[src/design/spmp_pkg.sv]
// Package for the serial port block: register offsets, field positions,
// reset values and rate divisors.
// Assumes a classic Wishbone slave with 32-bit data and byte addresses.
package spmp_pkg;
    // ---------------------------------------------------------------
    // Register offsets
    // ---------------------------------------------------------------
    localparam logic [3:0] CTRL_OFFSET = 4'h0;
    localparam logic [3:0] STAT_OFFSET = 4'h4;
    localparam logic [3:0] DATA_OFFSET = 4'h8;
    localparam logic [3:0] IEN_OFFSET = 4'hC;
    // ---------------------------------------------------------------
    // Control fields
    // ---------------------------------------------------------------
    localparam int CTRL_RATE2_POS = 7;
    localparam int CTRL_ENABLE_POS = 6;
    localparam int CTRL_SELECT_PIN_DISABLE_BIT_POS = 5;
    localparam int CTRL_CONTROLLER_POS = 4;
    localparam int CTRL_CPOL_POS = 3;
    localparam int CTRL_CPHA_POS = 2;
    localparam int CTRL_RATE1_POS = 1;
    localparam int CTRL_RATE0_POS = 0;
    localparam logic [7:0] CTRL_RESET = 8'h14;
    // ---------------------------------------------------------------
    // Status and interrupt enable fields
    // ---------------------------------------------------------------
    localparam int STAT_DONE_POS = 7;
    localparam int STAT_OVERRUN_POS = 6;
    localparam int STAT_FAULT_POS = 4;
    localparam int STAT_TXEMPTY_POS = 3;
    localparam int IEN_DONE_POS = 0;
    localparam int IEN_FAULT_POS = 1;
    // ---------------------------------------------------------------
    // Serial constants
    // ---------------------------------------------------------------
    localparam logic [2:0] BITS_PER_BYTE = 3'h7;
    localparam logic [6:0] HALF_DIV4 = 7'h02;
endpackage

[src/design/spmp_top.sv]
// Serial peripheral port, controller or target, behind a Wishbone slave.
// Assumes pins from outside are asynchronous; the serial clock in target
// mode runs no faster than a quarter of the system clock.
`timescale 1ns/1ps
`default_nettype none
module spmp_top #(
    parameter int ADDR_W = 4
) (
    input wire logic clock,
    input wire logic sys_rst,
    input wire logic wb_cyc_i,
    input wire logic wb_stb_i,
    input wire logic wb_we_i,
    input wire logic [ADDR_W-1:0] wb_adr_i,
    input wire logic [3:0] wb_sel_i,
    input wire logic [31:0] wb_dat_i,
    output logic [31:0] wb_dat_o,
    output logic wb_ack_o,
    input wire logic sck_i,
    output logic sck_o,
    output logic sck_oe,
    input wire logic mosi_i,
    output logic mosi_o,
    output logic mosi_oe,
    input wire logic miso_i,
    output logic miso_o,
    output logic miso_oe,
    input wire logic ss_n_i,
    output logic irq_o
);
    if (ADDR_W < 4) begin : g_chk
        $error("ADDR_W must be at least 4");
    end

    typedef enum logic [1:0] {ST_IDLE, ST_LEAD, ST_TRAIL} spmp_phase_type;

    typedef struct packed {
        logic [2:0] sck_s;
        logic [2:0] mosi_s;
        logic [2:0] miso_s;
        logic [2:0] ss_s;
        logic [7:0] ctrl;
        logic [1:0] ien;
        logic done;
        logic fault;
        logic overrun;
        logic stat_seen;
        logic fault_seen;
        logic [7:0] rx_data;
        logic [7:0] tx_buf;
        logic tx_full;
        logic [7:0] shifter;
        logic [2:0] bit_cnt;
        logic busy;
        logic in_bit;
        logic [7:0] rx_sh;
        logic [1:0] samp_dly;
        logic [1:0] last_dly;
        spmp_phase_type phase;
        logic [6:0] div_cnt;
        logic sck_prev;
        logic ss_prev;
        logic sck;
        logic sck_en;
        logic mosi;
        logic mosi_en;
        logic miso;
        logic miso_en;
        logic [31:0] rdata;
        logic ack;
        logic irq;
    } spmp_state_type;

    spmp_state_type st_ff;
    spmp_state_type nxt_st;

    // -------------------------------------------------------------------
    // Helpers
    // -------------------------------------------------------------------
    logic [2:0] rate;
    logic [6:0] half_div;
    logic enabled, is_ctrl, cpha, cpol, select_pin_disable_bit;
    logic ss_level, sck_level, sck_level_d, data_in;
    logic sck_rise, sck_fall, lead_edge, trail_edge;
    logic selected, bus_req, bus_take;
    logic [ADDR_W-1:0] reg_adr;

    assign rate = {st_ff.ctrl[spmp_pkg::CTRL_RATE2_POS], st_ff.ctrl[spmp_pkg::CTRL_RATE1_POS],
                   st_ff.ctrl[spmp_pkg::CTRL_RATE0_POS]};
    assign half_div = (rate == 3'h0 || rate == 3'h7) ? 7'h00 : 7'(spmp_pkg::HALF_DIV4 << (rate - 3'h1));
    assign enabled = st_ff.ctrl[spmp_pkg::CTRL_ENABLE_POS];
    assign is_ctrl = st_ff.ctrl[spmp_pkg::CTRL_CONTROLLER_POS];
    assign cpha = st_ff.ctrl[spmp_pkg::CTRL_CPHA_POS];
    assign cpol = st_ff.ctrl[spmp_pkg::CTRL_CPOL_POS];
    assign select_pin_disable_bit = st_ff.ctrl[spmp_pkg::CTRL_SELECT_PIN_DISABLE_BIT_POS];
    // A change counts only once the second and third stages agree.
    assign ss_level = (st_ff.ss_s[1] == st_ff.ss_s[2]) ? st_ff.ss_s[2] : st_ff.ss_prev;
    assign sck_level = (st_ff.sck_s[1] == st_ff.sck_s[2]) ? st_ff.sck_s[2] : st_ff.sck_prev;
    assign sck_level_d = st_ff.sck_prev;
    assign sck_rise = sck_level & ~sck_level_d;
    assign sck_fall = ~sck_level & sck_level_d;
    assign lead_edge = cpol ? sck_fall : sck_rise;
    assign trail_edge = cpol ? sck_rise : sck_fall;
    assign data_in = is_ctrl ? st_ff.miso_s[2] : st_ff.mosi_s[2];
    assign selected = (select_pin_disable_bit && cpha) ? 1'b1 : ~ss_level;
    assign bus_req = wb_cyc_i & wb_stb_i;
    assign bus_take = bus_req & ~st_ff.ack;
    assign reg_adr = wb_adr_i;

    always_comb begin
        nxt_st = st_ff;
        nxt_st.sck_s = {st_ff.sck_s[1:0], sck_i};
        nxt_st.mosi_s = {st_ff.mosi_s[1:0], mosi_i};
        nxt_st.miso_s = {st_ff.miso_s[1:0], miso_i};
        nxt_st.ss_s = {st_ff.ss_s[1:0], ss_n_i};
        nxt_st.sck_prev = sck_level;
        nxt_st.ss_prev = ss_level;
        nxt_st.ack = 1'b0;
        nxt_st.samp_dly = {st_ff.samp_dly[0], 1'b0};
        nxt_st.last_dly = {st_ff.last_dly[0], 1'b0};

        // ---------------------------------------------------------------
        // Serial engine
        // ---------------------------------------------------------------
        if (!enabled) begin
            nxt_st.busy = 1'b0;
            nxt_st.phase = ST_IDLE;
            nxt_st.bit_cnt = 3'h0;
        end else if (is_ctrl) begin
            if (!select_pin_disable_bit && !ss_level) begin
                nxt_st.fault = 1'b1;
                nxt_st.ctrl[spmp_pkg::CTRL_ENABLE_POS] = 1'b0;
                nxt_st.ctrl[spmp_pkg::CTRL_CONTROLLER_POS] = 1'b0;
                nxt_st.busy = 1'b0;
                nxt_st.phase = ST_IDLE;
            end else if (!st_ff.busy) begin
                if (st_ff.tx_full && half_div != 7'h00) begin
                    nxt_st.shifter = st_ff.tx_buf;
                    nxt_st.tx_full = 1'b0;
                    nxt_st.busy = 1'b1;
                    nxt_st.bit_cnt = 3'h0;
                    nxt_st.div_cnt = 7'h00;
                    nxt_st.phase = ST_LEAD;
                    if (!cpha) begin
                        nxt_st.mosi = st_ff.tx_buf[7];
                    end
                end
            end else if (st_ff.div_cnt + 7'h01 >= half_div) begin
                nxt_st.div_cnt = 7'h00;
                nxt_st.sck = ~st_ff.sck;
                if (st_ff.phase == ST_LEAD) begin
                    nxt_st.phase = ST_TRAIL;
                    if (cpha) begin
                        nxt_st.mosi = st_ff.shifter[7];
                    end else begin
                        nxt_st.in_bit = data_in;
                        {nxt_st.samp_dly[0], nxt_st.last_dly[0]} = {1'b1, st_ff.bit_cnt == spmp_pkg::BITS_PER_BYTE};
                    end
                end else begin
                    nxt_st.phase = ST_LEAD;
                    nxt_st.shifter = {st_ff.shifter[6:0], cpha ? data_in : st_ff.in_bit};
                    if (!cpha) begin
                        nxt_st.mosi = st_ff.shifter[6];
                    end
                    {nxt_st.samp_dly[0], nxt_st.last_dly[0]} = {cpha, cpha && st_ff.bit_cnt == spmp_pkg::BITS_PER_BYTE};
                    if (st_ff.bit_cnt == spmp_pkg::BITS_PER_BYTE) begin
                        nxt_st.busy = 1'b0;
                        nxt_st.phase = ST_IDLE;
                    end else begin
                        nxt_st.bit_cnt = st_ff.bit_cnt + 3'h1;
                    end
                end
            end else begin
                nxt_st.div_cnt = st_ff.div_cnt + 7'h01;
            end
        end else begin
            if (!selected) begin
                if (st_ff.busy || (!select_pin_disable_bit && !st_ff.ss_prev)) begin
                    nxt_st.fault = ~select_pin_disable_bit | st_ff.fault;
                end
                nxt_st.busy = 1'b0;
                nxt_st.bit_cnt = 3'h0;
            end else begin
                if (!st_ff.busy && st_ff.tx_full) begin
                    nxt_st.shifter = st_ff.tx_buf;
                    nxt_st.tx_full = 1'b0;
                end
                if (!cpha && !st_ff.busy) begin
                    nxt_st.miso = st_ff.tx_full ? st_ff.tx_buf[7] : st_ff.shifter[7];
                end
                if (lead_edge) begin
                    nxt_st.busy = 1'b1;
                    if (cpha) begin
                        nxt_st.miso = nxt_st.shifter[7];
                    end else begin
                        nxt_st.in_bit = data_in;
                    end
                end else if (trail_edge && st_ff.busy) begin
                    nxt_st.shifter = {st_ff.shifter[6:0], cpha ? data_in : st_ff.in_bit};
                    if (!cpha) begin
                        nxt_st.miso = st_ff.shifter[6];
                    end
                    if (st_ff.bit_cnt == spmp_pkg::BITS_PER_BYTE) begin
                        nxt_st.busy = 1'b0;
                        nxt_st.bit_cnt = 3'h0;
                        if (st_ff.done) begin
                            nxt_st.overrun = 1'b1;
                        end else begin
                            nxt_st.rx_data = {st_ff.shifter[6:0], cpha ? data_in : st_ff.in_bit};
                            nxt_st.done = 1'b1;
                        end
                    end else begin
                        nxt_st.bit_cnt = st_ff.bit_cnt + 3'h1;
                    end
                end
            end
        end

        // completion capture
        // Sampling trails the clock edge by two cycles so the input synchroniser has caught up at divide by 4.
        if (enabled && is_ctrl && st_ff.samp_dly[1]) begin
            nxt_st.rx_sh = {st_ff.rx_sh[6:0], data_in};
            if (st_ff.last_dly[1] && st_ff.done) begin
                nxt_st.overrun = 1'b1;
            end else if (st_ff.last_dly[1]) begin
                nxt_st.rx_data = {st_ff.rx_sh[6:0], data_in};
                nxt_st.done = 1'b1;
            end
        end

        // ---------------------------------------------------------------
        // Pin drivers
        // ---------------------------------------------------------------
        if (!st_ff.busy || !is_ctrl) begin
            nxt_st.sck = cpol;
        end
        nxt_st.sck_en = enabled & is_ctrl;
        nxt_st.mosi_en = enabled & is_ctrl;
        nxt_st.miso_en = enabled & ~is_ctrl & selected;

        // ---------------------------------------------------------------
        // Register bus
        // ---------------------------------------------------------------
        if (bus_take) begin
            nxt_st.ack = 1'b1;
            nxt_st.rdata = 32'h0000_0000;
            unique case (reg_adr[3:0])
                spmp_pkg::CTRL_OFFSET: begin
                    nxt_st.rdata[7:0] = st_ff.ctrl;
                    if (wb_we_i && wb_sel_i[0]) begin
                        nxt_st.ctrl = wb_dat_i[7:0];
                        if (st_ff.fault_seen && !(nxt_st.fault && !st_ff.fault)) begin
                            nxt_st.fault = 1'b0;
                            nxt_st.fault_seen = 1'b0;
                        end
                    end
                end
                spmp_pkg::STAT_OFFSET: begin
                    nxt_st.rdata[spmp_pkg::STAT_DONE_POS] = st_ff.done;
                    nxt_st.rdata[spmp_pkg::STAT_OVERRUN_POS] = st_ff.overrun;
                    nxt_st.rdata[spmp_pkg::STAT_FAULT_POS] = st_ff.fault;
                    nxt_st.rdata[spmp_pkg::STAT_TXEMPTY_POS] = ~st_ff.tx_full;
                    if (!wb_we_i) begin
                        nxt_st.stat_seen = st_ff.done;
                        nxt_st.fault_seen = st_ff.fault;
                    end
                end
                spmp_pkg::DATA_OFFSET: begin
                    nxt_st.rdata[7:0] = st_ff.rx_data;
                    if (wb_we_i && wb_sel_i[0]) begin
                        nxt_st.tx_buf = wb_dat_i[7:0];
                        nxt_st.tx_full = 1'b1;
                    end else if (!wb_we_i && st_ff.stat_seen) begin
                        if (nxt_st.done == st_ff.done) begin
                            nxt_st.done = 1'b0;
                            nxt_st.overrun = 1'b0;
                        end
                        nxt_st.stat_seen = 1'b0;
                    end
                end
                spmp_pkg::IEN_OFFSET: begin
                    nxt_st.rdata[1:0] = st_ff.ien;
                    if (wb_we_i && wb_sel_i[0]) begin
                        nxt_st.ien = wb_dat_i[1:0];
                    end
                end
                default: begin
                    nxt_st.rdata = 32'h0000_0000;
                end
            endcase
        end

        nxt_st.irq = (nxt_st.done & nxt_st.ien[spmp_pkg::IEN_DONE_POS])
                   | (nxt_st.fault & nxt_st.ien[spmp_pkg::IEN_FAULT_POS]);
        if (is_ctrl && select_pin_disable_bit && !st_ff.fault) begin
            nxt_st.fault = 1'b0;
        end
    end

    always_ff @(posedge clock or posedge sys_rst) begin
        if (sys_rst) begin
            st_ff <= '0;
            st_ff.ctrl <= spmp_pkg::CTRL_RESET;
            st_ff.sck_s <= 3'h7;
            st_ff.ss_s <= 3'h7;
            st_ff.sck_prev <= 1'b1;
            st_ff.ss_prev <= 1'b1;
            st_ff.phase <= ST_IDLE;
        end else begin
            st_ff <= nxt_st;
        end
    end

    assign wb_dat_o = st_ff.rdata;
    assign wb_ack_o = st_ff.ack;
    assign sck_o = st_ff.sck;
    assign sck_oe = st_ff.sck_en;
    assign mosi_o = st_ff.mosi;
    assign mosi_oe = st_ff.mosi_en;
    assign miso_o = st_ff.miso;
    assign miso_oe = st_ff.miso_en;
    assign irq_o = st_ff.irq;
endmodule // spmp_top
`default_nettype wire

[config.mk]
export PLATFORM = sky130hd
export DESIGN_NAME = spmp_top
export DESIGN_NICKNAME = d
export VERILOG_FILES = /design/src/design/spmp_pkg.sv /design/src/design/spmp_top.sv
export SDC_FILE = /design/constraint.sdc
export NUM_CORES = 1
export LEC_CHECK = 0
export BUFFER_PORTS_ARGS = -buffer_cell sky130_fd_sc_hd__buf_2
export CAP_MARGIN = 20
export CORE_MARGIN = 2
export CORE_UTILIZATION = 55
export CTS_BUF_LIST = sky130_fd_sc_hd__clkbuf_16
export CTS_CLUSTER_SIZE = 40
export DETAILED_ROUTE_END_ITERATION = 16
export GPL_ROUTABILITY_DRIVEN = 0
export PLACE_DENSITY_LB_ADDON = 0.15
export SLEW_MARGIN = 15
export SYNTH_ARGS = -nofsm -noshare
export SYNTH_HDL_FRONTEND = slang
export SYNTH_SLANG_ARGS = --single-unit
export TNS_END_PERCENT = 1
[constraint.sdc]
create_clock -name clock -period 3.5 [get_ports clock]
set_clock_uncertainty 0.05 [all_clocks]
set_input_delay 0.175 -clock clock [delete_from_list [all_inputs] [get_ports clock]]
set_output_delay 0.175 -clock clock [all_outputs]
set_load 0.02 [all_outputs]
### Word-level counts from Yosys, hierarchy flattened

Index checks and enable logic that the tools add are counted.

* add/subtract/negate cells: 3
* order comparisons: 1
* eq/ne operators: 38
* shift-type cells: 1
* muxes and demuxes: 144
* bitwise operators: 20
* reduce and logical (&&, ||, !) cells: 54

Operators with widths (count)
* 1-bit two-way mux: 90
* 8-bit two-way mux: 10
* 9-bit two-way mux: 8
* 12-bit two-way mux: 4
* 7-bit two-way mux: 5
* 14-bit two-way mux: 2
* 13-bit two-way mux: 2
* 2-bit != test (second input constant): 9
* 2-bit one-hot mux with 3 select lines: 3
* 2-bit nonzero test: 9
* 1-bit logical AND: 17
* 3-bit two-way mux: 5
* 5-bit AND reduction: 3
* 2-bit two-way mux: 7
* 7-bit AND reduction: 2
* 4-bit by 3-bit != test with 1-bit output (second input constant): 3
* 4-bit != test (second input constant): 3
* 3-bit AND reduction: 4
* 11-bit two-way mux: 1
* 10-bit two-way mux: 1
* 2-bit by 1-bit != test with 1-bit output (second input constant): 5
* 5-bit by 4-bit != test with 1-bit output (second input constant): 2
* 1-bit bitwise AND: 9
* 1-bit zero test: 9
* 25 further kinds: 48

* register bits: 94
* input bits: 49
* output and inout port bits: 40
* word-level logic and storage cells: 295

### Longest topological paths before layout

* word-level depth: 22
* gate-level depth with buffers: 11
* mapped depth without buffers: 10

### Least setup slack after synthesis

Ideal clock, no wire load.

* kind: register to register
* start: register st_ff, in the netlist rate[1]
* end: register st_ff[69] (netlist name)
* setup time: 0.125 ns
* data arrival time: 2.763 ns
* data required time: 3.325 ns
* setup slack: 0.562 ns
* cell stages (with the launch flop): 10
* buffers on the path: 2
* period minus slack after synthesis: 2.938 ns
* cells stage by stage: dfrtp_1 buf_2 or3b_2 ha_1 o211ai_1 a2111o_1 a311oi_4 o21a_1 buf_6 mux2_4

* cells in the longest elaborated chain, start to end: 7
* elaborated cells on any way between the ends: 12
* classes of those cells: add/sub: 1; order compare: 1; eq/ne: 3; shift: 1; mux: 1; reduce/logical: 5

Ends and longest elaborated chain
* start, declared: RTL line spmp_top.sv:74 `spmp_state_type st_ff;`
* start signal, assigned: RTL line spmp_top.sv:310 `st_ff <= nxt_st;`
* 3-bit by 1-bit subtractor with 3-bit output, or another cell as far along: RTL line spmp_top.sv:90 `assign half_div = (rate == 3'h0 || rate == 3'h7) ? 7'h00 : 7'(spmp_pkg::HALF_DIV4 << (rate - 3'h1));`
* 2-bit by 3-bit << shifter with 7-bit output or 1-bit logical OR (tied branches): RTL line spmp_top.sv:90
* 7-bit two-way mux *: RTL line spmp_top.sv:90
* branches (longest 3 deep; another with 7-bit >= comparator)
* 6-bit AND reduction (no line) *

Mark *: on every way between the ends.
A chain may end at the register's enable or synchronous reset.

### Worst setup path in the final report

* start: register st_ff, in the netlist rate[2]
* end: register st_ff[70] (netlist name)

Same word-level chain as after synthesis.

==> reports/results.md <==
| Quantity | Value |
|:---|:---|
| Violation count after the first detailed-routing iteration | 252 |
| Die footprint | 10200 sq um |
| Cts bufs inserted | 9 |
| Cell area after synthesis | 5170 sq um |
| Placeable core area | 9200 sq um |
| HPWL Detailed | 7790 um |
| Synth top area cells | sky130_fd_sc_hd__dfrtp_1 41%, sky130_fd_sc_hd__mux2_2 8.1%, sky130_fd_sc_hd__dfstp_2 5.1% |
| Via count of the first global-routing pass | 3509 |
| Depth of the worst register-to-register path | 7 |
| XOR/XNOR share of the synthesized area | 1.19% |
| Most instantiated cells after synthesis | 84 x sky130_fd_sc_hd__dfrtp_1, 47 x sky130_fd_sc_hd__nand2_1, 37 x sky130_fd_sc_hd__mux2_2 |
| Met3 GRT Util | 5.20% |
| Sequential power share | 46.9% |
| # DRC | 0 |
| Hold Path Class | in2reg |
| Sum of overflow across all layers after global routing | 0 |
| Signal arrival time at the worst endpoint | 3.34 ns |
| Count of input and output buffers | 37 |
| Setup repair after global routing missed its margin | false |
| Die Y-Extent | 101 um |
| Effective utilization at floorplan | 56.2% |
| Global-route wire length before repair | 17700 um |
| Upper clock frequency limit | 317 MHz |
| Synth Instances | 480 |
| Aggregate routed wire length | 11000 um |
| Number of antenna diodes | 0 |
| Clk pwr share | 38.8% |
| Ports | 89 |
| Worst-path clk slew | 0.07 ns |
| DR WL/cell | 17.6 um |
| Antenna Violating Nets Remaining | 0 |
| Most instantiated library cell after synthesis | sky130_fd_sc_hd__dfrtp_1 |
| Static leakage power | 2.66 nW |
| Final nets | 570 |
| Post-CTS setup repair buffer count | 0 |
| Switching part of the total | 28.4% |
| Cell Count Post-Placement | 605 |
| Critical register-to-register path startpoint | rate[2] |
| Worst min-delay path startpoint | wb_dat_i[5] |
| Number of antenna violations at the first check in global routing | 0 |
| Total Power Consumption | 2.60 mW |
| Flop and latch count out of synthesis | 94 |
| Slew at the pin closest to its max-slew limit | 1.04 ns |
| Cell Count, Final, Fillers Out | 626 |
| Ys async rst share | 100% |
| Worst IR Drop VDD | 0.000295 V |
| Critical Path Source Type | register |
| Number of placement rows | 35 |
| Clock tree sinks | 94 |
| Pin count of the biggest net entering global routing | 70 |
| Final number of hold-violating endpoints | 0 |
| Combinational cell fraction of total power | 14.3% |
| Synth warnings | 0 |
| Grt peak-use layer | met2 |
| # Max-Cap Violations | 0 |
| Setup TNS after final layout | 0 ns |
| Share of the synthesized area in the top cell type | 40.7% |
| Tot GR Track Use | 22.7% |
| Max-slew headroom at the worst pin | 30.1% |
| Maximum count of clock buffers along a single path | 2 |
| Ratio of cells with drive above 1 in the final layout | 27.2% |
| Simple-gate share of the synthesized area | 12.0% |
| DIE WIDTH | 101 um |
| Final Max Tran Viols | 0 |
| Top cell type by total area after synthesis | sky130_fd_sc_hd__dfrtp_1 |
| Worst R2R Setup Slack | 0.34 ns |
| Clock tree root buffer cell | sky130_fd_sc_hd__clkbuf_16 |
| Top_reg_cell synth | sky130_fd_sc_hd__dfrtp_1 |
| Power density over cell area | 460 nW/um^2 |
| Avg Cell Area, Syn | 10.8 sq um |
| Critical Path RT | 3.68 ns |
| Largest family of logic cells by synthesized area | compound AO/OA/AOI/OAI gates |
| Detailed-routing iteration count for the pre-antenna-repair pass | 5 |
| Largest fanout on the critical path | 10 |
| Destination of the worst hold path | select_pin_disable_bit |
| Adder-Cell Fraction of Synth Area | 2.88% |
| Post-route fraction of the period consumed by the critical path | 90.2% |
| Vias per cell | 5.91 |
| Final period demand of the worst path | 3.16 ns |
| Internal cell power | 1.86 mW |
| Kind of end point of the critical path | register |
| Type of the setup path with the least slack | reg2reg |
| CTS HTree Levels | 3 |
| Reg-to-reg endpoint | st_ff[70] |
| Worst Hold Path Cells | 2 |
| Switching power | 0.740 mW |
| Share of synthesized area spent on multiplexers | 14.5% |
| TritonCTS clock tree | built |
| Part of the Yosys area used for sequential elements | 45.8% |
| Number of enable flip-flop cells after synthesis | 0 |
| Met1 Usage GRT | 32.5% |
| Count of different cell masters after synthesis | 70 |
| Layout-stage area growth over the synthesis result | 9.37% |
| Via count of the routed design | 3701 |
| Final setup violation count | 0 |
| Run status | finished clean |
| Met2 GRT Util | 35.2% |
| Synth Area in Compound Gates | 15.5% |
| Worst skew pair latency | 0.34 ns |
timing repair:
item	4_1_cts	5_1_grt
hold endpoints to repair	44	0
resized for setup	0	0
hold buffers	5	0
critical path, stage by stage, from the launching register on:
cell                       delay (ns)
sky130_fd_sc_hd__dfrtp_1         0.48
sky130_fd_sc_hd__or3b_2          0.48
sky130_fd_sc_hd__ha_1            0.28
sky130_fd_sc_hd__o211ai_1        0.11
sky130_fd_sc_hd__a2111o_1        0.47
sky130_fd_sc_hd__a311oi_4        0.36
sky130_fd_sc_hd__o21a_1          0.46
sky130_fd_sc_hd__mux2_4          0.35
metrics by stage:
stage                     area, sq um  setup WS [ns]  hold slack (ns)  utilization, %
final                            5650          0.343           0.0237            61.5
after global routing             5650          0.207           0.0221            61.5
after CTS                        5650          0.339           0.0212            61.5
after detailed placement         5300          0.361            0.232            57.6
after global placement           5300          0.372            0.231            57.6
after floorplan                  5260          0.562            0.129               -
cell families (layout without fill, tap and decap cells):
family          Yosys count  count (layout)
compound gates          109             109
xor+xnor                  7               7
fa+ha+maj                12              12
buf+inv                  72              84
flops                    94              94
mux                      68              68
other cells               1              24
simple gates            117             117
final cells by class:
type,instances,area [sq um]
Multi-Input combinational cell,337,2470
Clock inverter,7,81.3
Clock buffer,9,225
Timing Repair Buffer,51,303
Inverter,17,66.3
Tap cell,111,139
Fill cell,761,3540
Sequential cell,94,2360
power groups by stage:
stage          logic [mW]  registers (mW)  clock network, mW
6_report            0.372            1.22               1.01
4_1_cts             0.372            1.22               1.03
2_1_floorplan       0.306            1.21                  0
3_3_place_gp        0.361            1.24                  0
5_1_grt             0.408            1.23               1.07
3_5_place_dp        0.366            1.24                  0
worst max-delay path by stage:
stage / slack (ns) / start / cells past startpoint / end
floorplan: 0.56 / rate[1] / 9 / st_ff[69]
global placement: 0.37 / rate[2] / 7 / st_ff[72]
detailed placement: 0.36 / st_ff[42] / 10 / st_ff[70]
CTS: 0.34 / st_ff[42] / 10 / st_ff[70]
global route: 0.21 / rate[2] / 7 / st_ff[70]
finish: 0.34 / rate[2] / 7 / st_ff[70]
registers in the layout (all words and copies together), names as in the netlist:
register / cells
sck_o: 1
irq_o: 1
miso_o: 1
is_ctrl: 1
wb_dat_o: 8
cpha: 1
wb_ack_o: 1
select_pin_disable_bit: 1
sck_level_d: 1
miso_oe: 1
cpol: 1
rate: 3
st_ff: 60
mosi_o: 1
nxt_st: 10
mosi_oe: 1
enabled: 1
placed cells by master (no fill, tap or decap), drive strengths merged, types with 4 or more instances in the layout:
cell type and n:
conb 24, dfrtp 84, clkbuf 9, nand2 47, mux2i 26, nor2 17
a21oi 14, nor3 4, a211o 4, dlygate4sd3 5, mux2 42, buf 46
nand3b 4, o21ai 32, o211ai 5, a22o 8, a21o 5, a31oi 5
xnor2 4, dfstp 10, inv 20, or2 5, ha 11, nand3 11
a32o 4, o31ai 5, nor2b 5, a211oi 5
metal layers:
metal	wire, um	share of wire, %
met5	0	0
met2	5110	46
met4	112	1.0
met1	5110	46
met3	697	6.3
Note: power is estimated with default switching activity, not from simulation.
